<file path="config.mk">
export PLATFORM = sky130hd
export DESIGN_NAME = swg_top
export DESIGN_NICKNAME = d
export VERILOG_FILES = /design/src/swg_pkg.sv /design/src/swg_filter.sv /design/src/swg_top.sv
export SDC_FILE = /design/constraint.sdc
export NUM_CORES = 1
export LEC_CHECK = 0
export BUFFER_PORTS_ARGS = -buffer_cell sky130_fd_sc_hd__buf_4
export CORE_MARGIN = 5
export CORE_UTILIZATION = 65
export DETAILED_ROUTE_END_ITERATION = 8
export MAX_ROUTING_LAYER = met4
export PLACE_DENSITY_LB_ADDON = 0.05
export SLEW_MARGIN = 10
export SYNTH_ARGS = -nofsm -noshare
export SYNTH_HDL_FRONTEND = slang
export SYNTH_SLANG_ARGS = --single-unit
</file>
<file path="constraint.sdc">
create_clock -name core_clk -period 9.6 [get_ports core_clk]
set_clock_uncertainty 0.2 [all_clocks]
set_input_delay 1.44 -clock core_clk [delete_from_list [all_inputs] [get_ports core_clk]]
set_output_delay 1.44 -clock core_clk [all_outputs]
set_load 0.01 [all_outputs]
</file>
<file path="src/swg_pkg.sv">
// Shared constants of the supervisor, watchdog and write guard
package swg_pkg;

    // Core clock period in picoseconds (100 MHz)
    localparam int unsigned CLK_PERIOD_PS = 10000;

    // Time base tick in microseconds, all long timeouts count these
    localparam int unsigned TICK_US       = 100;
    localparam int unsigned TICK_CYCLES   = (TICK_US * 1000000) / CLK_PERIOD_PS;

    // Watchdog period, 1.6 s, in milliseconds
    localparam int unsigned WATCHDOG_PERIOD_MS      = 1600;
    localparam int unsigned WATCHDOG_PERIOD_TICKS   = (WATCHDOG_PERIOD_MS * 1000) / TICK_US;

    // Power-up hold window 130..270 ms; nominal 200 ms sits inside it
    localparam int unsigned POWERUP_HOLD_MIN_MS     = 130;
    localparam int unsigned POWERUP_HOLD_MAX_MS     = 270;
    localparam int unsigned POWERUP_HOLD_TIME_TICKS =
        ((POWERUP_HOLD_MIN_MS + POWERUP_HOLD_MAX_MS) / 2 * 1000) / TICK_US;

    // Program cycle time, at most 10 ms (longest time, rounded down)
    localparam int unsigned PROGRAM_CYCLE_TIME_MS    = 10;
    localparam int unsigned PROGRAM_CYCLE_TIME_TICKS = (PROGRAM_CYCLE_TIME_MS * 1000) / TICK_US;

    // Glitch reject width on reset pins, 100 ns; accept after this plus one cycle
    localparam int unsigned GLITCH_REJECT_WIDTH_NS = 100;
    localparam int unsigned GLITCH_CYCLES =
        (GLITCH_REJECT_WIDTH_NS * 1000) / CLK_PERIOD_PS + 1;

    // Noise spike suppression on serial lines, 200 ns
    localparam int unsigned SPIKE_WIDTH_NS = 200;
    localparam int unsigned SPIKE_CYCLES   = (SPIKE_WIDTH_NS * 1000) / CLK_PERIOD_PS + 1;

    // Threshold to reset delay, 5 us, in cycles (longest, rounded down)
    localparam int unsigned THRESHOLD_TO_RESET_DELAY_NS     = 5000;
    localparam int unsigned THRESHOLD_TO_RESET_DELAY_CYCLES =
        (THRESHOLD_TO_RESET_DELAY_NS * 1000) / CLK_PERIOD_PS;

    // Counter widths
    localparam int unsigned TICK_W  = 14;
    localparam int unsigned SLOW_W  = 15;
    localparam int unsigned FILT_W  = 5;

    // Supervisor states
    typedef enum logic [1:0] {
        SWG_HOLD,
        SWG_RUN
    } swg_state_e;

endpackage

</file>
<file path="src/swg_filter.sv">
`timescale 1ns/1ps
// Two-flop synchroniser followed by a stability filter: the output only
// follows the input once it has held one level for WIDTH cycles
module swg_filter #(
    parameter int unsigned WIDTH = 11,
    parameter logic        INIT  = 1'b1
) (
    input  wire logic core_clk,
    input  wire logic rst,
    input  wire logic pin_in,
    output logic      level_out
);

    typedef struct packed {
        logic                           s1;    // First sync stage
        logic                           s2;    // Second sync stage
        logic [swg_pkg::FILT_W-1:0]     cnt;   // Stable-level counter
        logic                           lvl;   // Filtered level
    } swg_filt_s;

    swg_filt_s st_q;  // Registered state
    swg_filt_s st_d;  // Next state

    // Filter next-state logic; s1 feeds only s2
    always_comb
    begin
        st_d    = st_q;
        st_d.s1 = pin_in;
        st_d.s2 = st_q.s1;
        if (st_q.s2 == st_q.lvl)
        begin
            // Level agrees, restart the count
            st_d.cnt = '0;
        end
        else if (st_q.cnt == swg_pkg::FILT_W'(WIDTH - 1))
        begin
            // Held long enough, accept the new level
            st_d.lvl = st_q.s2;
            st_d.cnt = '0;
        end
        else
        begin
            st_d.cnt = st_q.cnt + 1'b1;
        end
    end

    // State register
    always_ff @(posedge core_clk or posedge rst)
    begin
        if (rst)
        begin
            st_q <= '{s1: INIT, s2: INIT, cnt: '0, lvl: INIT};
        end
        else
        begin
            st_q <= st_d;
        end
    end

    assign level_out = st_q.lvl;

endmodule

</file>
<file path="src/swg_top.sv">
`timescale 1ns/1ps
// Functional notes
// Timeout after 1.6 s without kick edges
// Hold resets 130 to 270 ms after power-up
// Externally forced reset pins start a reset
// Reset pins are open-drain, pull only
// Reset pin pulses up to 100 ns ignored
// Reset follows supply crossing within 5 us
// Write-protect high refuses all writes
// Program cycle starts at stop, ends by 10 ms
// Serial slave disabled during program cycle
// Master waits 1 ms after supply stable
// Serial inputs suppress spikes up to 200 ns
// Serial data pin only pulls low
// Any kick edge clears watchdog count
// Watchdog cleared while reset is asserted
// Manual reset inputs are edge triggered
// No memory access or acknowledge during reset
// Power-good synchronised, timing from internal tick
// Watchdog timeout runs full reset hold sequence
module swg_top #(
    // Core cycles per time base tick; a shorter ratio lets a bench reach the long timeouts
    parameter int unsigned TICK_DIV = swg_pkg::TICK_CYCLES
) (
    input  wire logic core_clk,
    input  wire logic rst,
    input  wire logic power_good_in,       // Supply above trip level, asynchronous
    input  wire logic watchdog_kick_in,    // Kick pin, asynchronous
    input  wire logic write_protect_in,    // Write-protect pin, asynchronous
    input  wire logic reset_n_pin_in,      // Active-low reset pin level
    output logic      reset_n_pin_out,     // Always zero when driven
    output logic      reset_n_pin_oe_n,    // Low while pulling the pin low
    input  wire logic reset_pin_in,        // Active-high reset pin level
    output logic      reset_pin_out,       // Always one when driven
    output logic      reset_pin_oe_n,      // Low while driving the pin high
    input  wire logic scl_in,              // Serial clock pin
    input  wire logic sda_in,              // Serial data pin level
    output logic      sda_out,             // Always zero when driven
    output logic      sda_oe_n,            // Low while pulling data low
    input  wire logic slave_ack_req,       // Slave core wants to acknowledge
    input  wire logic slave_write_stop,    // Valid stop ending a write sequence
    output logic      slave_enable,        // Slave core may respond
    output logic      write_allowed,       // Array writes permitted
    output logic      program_busy,        // Internal program cycle running
    output logic      scl_filtered,        // Spike-free serial clock
    output logic      sda_filtered,        // Spike-free serial data
    output logic      reset_active         // Supervisor holds reset
);

    typedef struct packed {
        logic [1:0]                     pg;       // Power-good two-flop sync
        logic [2:0]                     kick;     // Kick sync plus previous value
        logic [1:0]                     wp;       // Write-protect sync
        logic                           rn_prev;  // Previous filtered low-active pin
        logic                           rh_prev;  // Previous filtered high-active pin
        logic [swg_pkg::TICK_W-1:0]     tick_cnt; // Time base divider
        logic [swg_pkg::SLOW_W-1:0]     wd_cnt;   // Watchdog tick count
        logic [swg_pkg::SLOW_W-1:0]     hold_cnt; // Reset hold tick count
        logic [swg_pkg::SLOW_W-1:0]     prog_cnt; // Program cycle tick count
        logic                           prog;     // Program cycle running
        swg_pkg::swg_state_e            state;    // Supervisor state
    } swg_top_s;

    swg_top_s st_q;   // Registered state
    swg_top_s st_d;   // Next state

    logic rn_filt;    // Filtered active-low reset pin
    logic rh_filt;    // Filtered active-high reset pin
    logic tick;       // Time base enable pulse
    logic kick_edge;  // Any kick transition
    logic manual_trig;// Manual reset edge seen
    logic wd_expire;  // Watchdog timeout
    logic pg_ok;      // Synchronised power-good

    // Reset pin glitch filters
    swg_filter #(.WIDTH(swg_pkg::GLITCH_CYCLES), .INIT(1'b1)) u_rn_filt (
        .core_clk  (core_clk),
        .rst       (rst),
        .pin_in    (reset_n_pin_in),
        .level_out (rn_filt)
    );
    swg_filter #(.WIDTH(swg_pkg::GLITCH_CYCLES), .INIT(1'b0)) u_rh_filt (
        .core_clk  (core_clk),
        .rst       (rst),
        .pin_in    (reset_pin_in),
        .level_out (rh_filt)
    );

    // Serial line spike filters
    swg_filter #(.WIDTH(swg_pkg::SPIKE_CYCLES), .INIT(1'b1)) u_scl_filt (
        .core_clk  (core_clk),
        .rst       (rst),
        .pin_in    (scl_in),
        .level_out (scl_filtered)
    );
    swg_filter #(.WIDTH(swg_pkg::SPIKE_CYCLES), .INIT(1'b1)) u_sda_filt (
        .core_clk  (core_clk),
        .rst       (rst),
        .pin_in    (sda_in),
        .level_out (sda_filtered)
    );

    // Derived conditions
    assign pg_ok       = st_q.pg[1];
    assign tick        = (st_q.tick_cnt == swg_pkg::TICK_W'(TICK_DIV - 1));
    assign kick_edge   = st_q.kick[1] ^ st_q.kick[2];
    assign manual_trig = (st_q.rn_prev & ~rn_filt) | (~st_q.rh_prev & rh_filt);
    assign wd_expire   = tick && (st_q.wd_cnt == swg_pkg::SLOW_W'(swg_pkg::WATCHDOG_PERIOD_TICKS - 1));

    // Next-state logic
    always_comb
    begin
        st_d         = st_q;
        // Synchronisers; stage 0 read only by stage 1
        st_d.pg      = {st_q.pg[0], power_good_in};
        st_d.kick    = {st_q.kick[1], st_q.kick[0], watchdog_kick_in};
        st_d.wp      = {st_q.wp[0], write_protect_in};
        st_d.rn_prev = rn_filt;
        st_d.rh_prev = rh_filt;
        // Free running time base
        st_d.tick_cnt = tick ? '0 : st_q.tick_cnt + 1'b1;

        unique case (st_q.state)
            swg_pkg::SWG_HOLD:
            begin
                st_d.wd_cnt = '0;
                if (!pg_ok || manual_trig)
                begin
                    // Supply low or new manual edge: restart hold
                    // Pin levels are not read here, our own drive forces them
                    st_d.hold_cnt = '0;
                end
                else if (tick)
                begin
                    if (st_q.hold_cnt == swg_pkg::SLOW_W'(swg_pkg::POWERUP_HOLD_TIME_TICKS - 1))
                    begin
                        // Hold timeout expired, release
                        st_d.hold_cnt = '0;
                        st_d.state    = swg_pkg::SWG_RUN;
                    end
                    else
                    begin
                        st_d.hold_cnt = st_q.hold_cnt + 1'b1;
                    end
                end
            end
            swg_pkg::SWG_RUN:
            begin
                if (!pg_ok || manual_trig || wd_expire)
                begin
                    // Brownout, manual edge or watchdog: full hold
                    st_d.state    = swg_pkg::SWG_HOLD;
                    st_d.hold_cnt = '0;
                    st_d.wd_cnt   = '0;
                end
                else if (kick_edge)
                begin
                    st_d.wd_cnt = '0;
                end
                else if (tick)
                begin
                    st_d.wd_cnt = st_q.wd_cnt + 1'b1;
                end
            end
            default:
            begin
                // Illegal state code falls back to holding reset
                st_d.state = swg_pkg::SWG_HOLD;
            end
        endcase

        // Program cycle timer
        if (st_q.prog)
        begin
            if (tick)
            begin
                if (st_q.prog_cnt == swg_pkg::SLOW_W'(swg_pkg::PROGRAM_CYCLE_TIME_TICKS - 1))
                begin
                    st_d.prog = 1'b0;
                end
                st_d.prog_cnt = st_q.prog_cnt + 1'b1;
            end
        end
        else if (slave_write_stop && write_allowed)
        begin
            // Stop of an accepted write starts programming
            st_d.prog     = 1'b1;
            st_d.prog_cnt = '0;
        end
    end

    // State register
    always_ff @(posedge core_clk or posedge rst)
    begin
        if (rst)
        begin
            st_q <= '{pg: '0, kick: '0, wp: '0, rn_prev: 1'b1, rh_prev: 1'b0,
                      tick_cnt: '0, wd_cnt: '0, hold_cnt: '0, prog_cnt: '0,
                      prog: 1'b0, state: swg_pkg::SWG_HOLD};
        end
        else
        begin
            st_q <= st_d;
        end
    end

    // Reset pins: drive only the asserted level
    assign reset_active     = (st_q.state == swg_pkg::SWG_HOLD);
    assign reset_n_pin_out  = 1'b0;
    assign reset_n_pin_oe_n = ~reset_active;
    assign reset_pin_out    = 1'b1;
    assign reset_pin_oe_n   = ~reset_active;

    // Slave gating during reset or programming
    assign program_busy  = st_q.prog;
    assign slave_enable  = ~reset_active & ~st_q.prog;
    assign write_allowed = slave_enable & ~st_q.wp[1];

    // Serial data only ever pulled low
    assign sda_out  = 1'b0;
    assign sda_oe_n = ~(slave_ack_req & slave_enable);

endmodule

</file>
# After elaboration in Yosys (flattened, before gate mapping)
# Index checks and enable logic that the tools add are counted.
word_totals:
  ff_bits: 103
  inputBits: 11
  output_inout_bits: 12
  word_cells: 114
op_classes:
  add_sub_neg: 8
  n_eq_ne: 20
  n_mux: 26
  bitwise: 17
  n_reduce_logical: 16
op_table:
  columns: ["cell", "n"]
  rows:
  - ["15-bit 2-to-1 mux", 7]
  - ["30-bit case mux with 2 select lines", 1]
  - ["16-bit 2-to-1 mux", 3]
  - ["15-bit by 1-bit adder with 15-bit output, second input constant", 3]
  - ["5-bit 2-to-1 mux", 8]
  - ["5-bit by 1-bit adder with 5-bit output, second input constant", 4]
  - ["15-bit by 11-bit equality test with 1-bit output, second input constant", 1]
  - ["15-bit by 14-bit equality test with 1-bit output, second input constant", 1]
  - ["15-bit by 7-bit equality test with 1-bit output, second input constant", 1]
  - ["14-bit by 1-bit adder with 14-bit output, second input constant", 1]
  - ["14-bit equality test, second input constant", 1]
  - ["14-bit 2-to-1 mux", 1]
  - ["2-bit AND reduction", 6]
  - ["5-bit by 4-bit equality test with 1-bit output, second input constant", 2]
  - ["5-bit equality test, second input constant", 2]
  - ["1-bit inverter", 10]
  - ["2-bit 2-to-1 mux", 4]
  - ["2-bit by 1-bit != test with 1-bit output, second input constant", 3]
  - ["1-bit bitwise AND", 5]
  - ["1-bit equality test", 4]
  - ["2-bit != test, second input constant", 2]
  - ["4-bit != test, second input constant", 1]
  - ["2-bit case mux with 2 select lines", 1]
  - ["4-bit AND reduction", 1]
  - ["other kinds (11)", 14]

# Longest topological paths before layout
depth:
  ltp_word: 7
  depth_mapped: 8

# Modules after synthesis
# From an unflattened synthesis, not the netlist that was laid out.
hier_totals:
  hier_cells: 467
  area_unflattened_um2: 4888.4
modules_own_cells:
  columns: ["module", "n_inst", "cells_each", "area_each_um2", "seq_area_each_um2"]
  rows:
  - ["swg_top", 1, 361, 3525.9, 1752.9]
  - ["swg_filter (u_scl_filt ...)", 2, 27, 330.3, 203.9]
  - ["swg_filter (u_rn_filt)", 1, 26, 352.8, 203.9]
  - ["swg_filter (u_rh_filt)", 1, 26, 349.1, 200.2]

# Least setup slack after synthesis
# No wires, ideal clock.
synth_path:
  kind: "input to output"
  startpoint: "in slave_ack_req"
  endpoint: "out sda_oe_n"
  t_arrival_ps: 1521
  required_time_ps: 7960
  setup_slack_ps: 6439
  stages: 1
  cell_sequence: "nand2_1"
synth_between:
  elab_chain_cells: 2
synth_rtl:
  columns: ["item", "line", "source"]
  rows:
  - ["start: declaration", "swg_top.sv:40", "input wire logic slave_ack_req,"]
  - ["1-bit bitwise AND", "swg_top.sv:221", "assign sda_oe_n = ~(slave_ack_req & slave_enable);"]
  - ["1-bit inverter", "swg_top.sv:221", null]
  - ["end: declaration", "swg_top.sv:39", "output logic sda_oe_n,"]
# Every way passes these cells.

# Worst setup path after layout
# Ends and elaborated chain as after synthesis.

==> summary.md <==
| Metric | Value |
|---|---|
| Status | `complete, no violations` |
| H-tree Lvls | `3` |
| Area occupied by multi-input gates | `2420 sq um` |
| Int Power | `about 570 uW` |
| CP cell instances | `buf_4, nand2_1, buf_4` |
| Effective utilization at floorplan | `between 60% and 70%` |
| Switch share | `around a quarter` |
| Hold wc startpoint | `st_d[65]` |
| Overflow after GRT | `0` |
| # fillers | `about 590` |
| Placed Area | `between 5000 and 6000 sq um` |
| Top_reg_cell synth | `dfrtp_1` |
| Largest net degree at the start of global routing | `82` |
| Seq/Total Area, Yosys | `around half` |
| Slew margin rel. | `between 30% and 40%` |
| Final setup vio count | `0` |
| CP required | `7.96 ns` |
| Post-CTS Hold Fix Bufs | `0` |
| Post-synth design cell area | `5150 sq um` |
| Core Box Area | `between 7000 and 8000 sq um` |
| CP arrival | `around 1.7 ns` |
| Setup crit start | `slave_ack_req` |
| Number of enable flip-flop cells after synthesis | `0` |
| Final Cycle Share | `a little over a third` |
| Netlist cell types | `57` |
| Finished Cell Area | `between 5000 and 6000 sq um` |
| Vias in the first global route | `roughly 3800` |
| CP delay by family, top | `buffers and inverters` |
| # Max-Cap Violations | `0` |
| Met1 Track Usage GR | `28.7%` |
| Tightest Pin Transition | `about 0.98 ns` |
| Clock power share | `between 30% and 40%` |
| GP Congestion | `0.895` |
| Routed WL | `between 9 and 10 mm` |
| Crit-path max FO | `1` |
| Met3 Use GR | `under 10%` |
| Leakage power total | `~0.0023 uW` |
| Yosys reg bits | `between 100 and 150` |
| Setup TNS | `0 ns` |
| Drt via density | `approximately 6.4` |
| P&R area growth vs syn | `7.34%` |
| Wire per inst | `roughly 16 um` |
| Final Util | `between 70% and 80%` |
| Die H | `between 90 and 100 um` |
| Max Fclk | `0.299 GHz` |
| CTS tree | `yes` |
| Psw | `around 180 uW` |
| Clk pin slew, worst setup/hold paths | `roughly 0.10 ns` |
| Vias | `3927` |
| N_diodes | `0` |
| Top post-synthesis cells by area | `dfrtp_1, dfstp_2, xor2_1` |
| Cell area power density | `around 140 nW/um^2` |
| Setup slack at placement | `about 6.3 ns` |
| Clk_lat worst skew | `~0.37 ns` |
| Syn Area/Cell | `roughly 10 sq um` |
| Post-CTS Setup Repair Bufs | `0` |
| Mapped Cells | `498` |
| Antenna viol nets, final | `0` |
| Post-synthesis async set-or-reset flop share | `100%` |
| IO Count | `23` |
| Final Max Tran Viols | `0` |
| DRT iter0 DRCs | `~310` |
| CTS root buf | `clkbuf_8` |
| Setup repair after global routing missed its margin | `false` |
| Router iterations before antenna repair | `5` |
| Worst IR drop on VDD | `0.000118 V` |
| Combinational share of power | `roughly 4.6%` |
| Buffer and inverter count on the worst path | `2` |
| Register Area | `between 2000 and 3000 sq um` |
| Post-detail-place hpwl | `about 6.7 mm` |
| Synth top area share | `44.7%` |
| Busiest grt layer | `met2` |
| Worst Hold Class | `reg -> reg` |
| Critical path startpoint category | `input port` |
| Post-synth top area cell | `dfrtp_1` |
| Most frequent CP cell | `buf_4` |
| Initial antenna violation count | `0` |
| Final Hold Fails | `0` |
| First-pass GRT wire length | `between 15 and 20 mm` |
| Port bufs | `19` |
| Share of cells above drive strength 1 | `between 10% and 20%` |
| Nets | `between 500 and 600` |
| CTS Buf Count | `9` |
| Sink Count | `102` |
| Max Root-Sink Buffers | `2` |
| Post-cts resize count | `0` |
| # rows | `32` |
| Reg-to-Reg Start | `st_q[54]` |
| Residual DRC | `0` |
| Die area | `about 9800 sq um` |
| Final worst slack | `between 6 and 7 ns` |
| CP Capture Type | `output port` |
| Aggregate global-route resource usage | `~22%` |
| Die Wd | `approximately 100 um` |
| CP max stage cell | `buf_4` |
| Max incr delay on CP | `0.11 ns` |
| Met2 Use GR | `between 30% and 40%` |
| Min Tclk post-route | `~3.3 ns` |
| Kind of critical path | `in -> out` |
| Synth Warn # | `0` |
| Seq pwr share | `about 60%` |
[synth_stat cells, types with 6 or more instances]
master,number
mux2i_1,9
a21oi_1,19
and2_1,6
dfstp_2,10
xor2_1,20
nor2_1,28
nand3_1,29
and4_1,8
xnor2_1,13
or3_1,11
clkbuf_1,12
nor4_1,14
dfrtp_1,92
nand4_1,27
o21ai_0,14
nand2_1,35
nand2b_1,8
buf_2,6
ha_1,12
and3_1,12
nor3_1,10
o31ai_1,9
inv_1,16
or4_1,9
[cell type report]
class,instances,share of cell area [%]
clock buffers,11,2.38
clock inverters,5,1.09
inverters,16,1.13
multi-input cells,359,43.8
flip-flops and latches,102,46.4
well taps,102,2.31
repair buffers,21,2.85
[cell families after synthesis]
group | Yosys count | synth area share (%)
other | 2 | 0.146
buffers and inverters | 38 | 3.21
flip-flops | 102 | 49.8
XOR/XNOR | 33 | 5.62
multiplexers | 13 | 2.63
adder cells (fa/ha/maj) | 12 | 2.92
AND/OR/NAND/NOR | 221 | 25.2
AO/OA/AOI/OAI | 77 | 10.4
[metrics by stage]
stage	instances	hold slack, ns	power (uW)
2_1_floorplan	499	0.131	479
4_1_cts	616	0.148	761
3_3_place_gp	600	0.134	489
6_report	616	0.149	751
3_5_place_dp	600	0.141	492
5_1_grt	616	0.154	782
[power by group through the flow]
stage                     combinational (uW)  sequential (uW)  clock [uW]
final                                   34.8              447         268
after global placement                  33.9              455           0
after CTS                               36.0              448         277
after floorplan                         25.6              454           0
after detailed placement                35.8              456           0
after global routing                    40.6              449         293
[worst paths after layout]
path                                  to  slack, ns  cells after the start
worst min register to register  st_q[65]       0.15                      0
worst max-delay path            sda_oe_n       6.26                      3
min in group asynchronous       st_q[23]       0.81                      2
worst min-delay path            st_q[65]       0.15                      0
max in group asynchronous       st_d[70]       7.13                      3
worst max register to register  st_q[36]       6.62                      4
[cells in the final DEF, fill, tap and decap left out, types with 3 or more instances in the layout]
master and count:
dfrtp_1 92, nand2_1 35, nand3_1 29, nor2_1 28
nand4_1 27, buf_4 21, xor2_1 20, a21oi_1 19
inv_1 15, nor4_1 14, o21ai_0 14, xnor2_1 13
and3_1 12, ha_1 12, or3_1 11, nor3_1 10
dfstp_2 10, mux2i_1 9, o31ai_1 9, or4_1 9
clkbuf_8 9, and4_1 8, nand2b_1 8, and2_1 6
mux2_2 4, o221ai_1 4, o41ai_1 4, o2bb2ai_1 4
nand4b_1 3, nor2b_1 3, a31o_2 3, a32o_1 3
a31oi_1 3, conb_1 3
[state kept, by name, indices dropped and copies added (netlist names)]
signal,flops
pg_ok,1
program_busy,1
st_d,4
st_q,64
u_rh_filt.level_out,1
u_rh_filt.st_d,1
u_rh_filt.st_q,6
u_rn_filt.level_out,1
u_rn_filt.st_d,1
u_rn_filt.st_q,6
u_scl_filt.level_out,1
u_scl_filt.st_d,1
u_scl_filt.st_q,6
u_sda_filt.level_out,1
u_sda_filt.st_d,1
u_sda_filt.st_q,6
[per-layer routing]
metal | vias to the layer above | routed length (um)
met5 | - | 0
met4 | 0 | 146
met3 | 12 | 402
met2 | 89 | 4730
met1 | 1950 | 4530
li1 | 1876 | -
No activity file was read; power rests on OpenSTA's default activity.
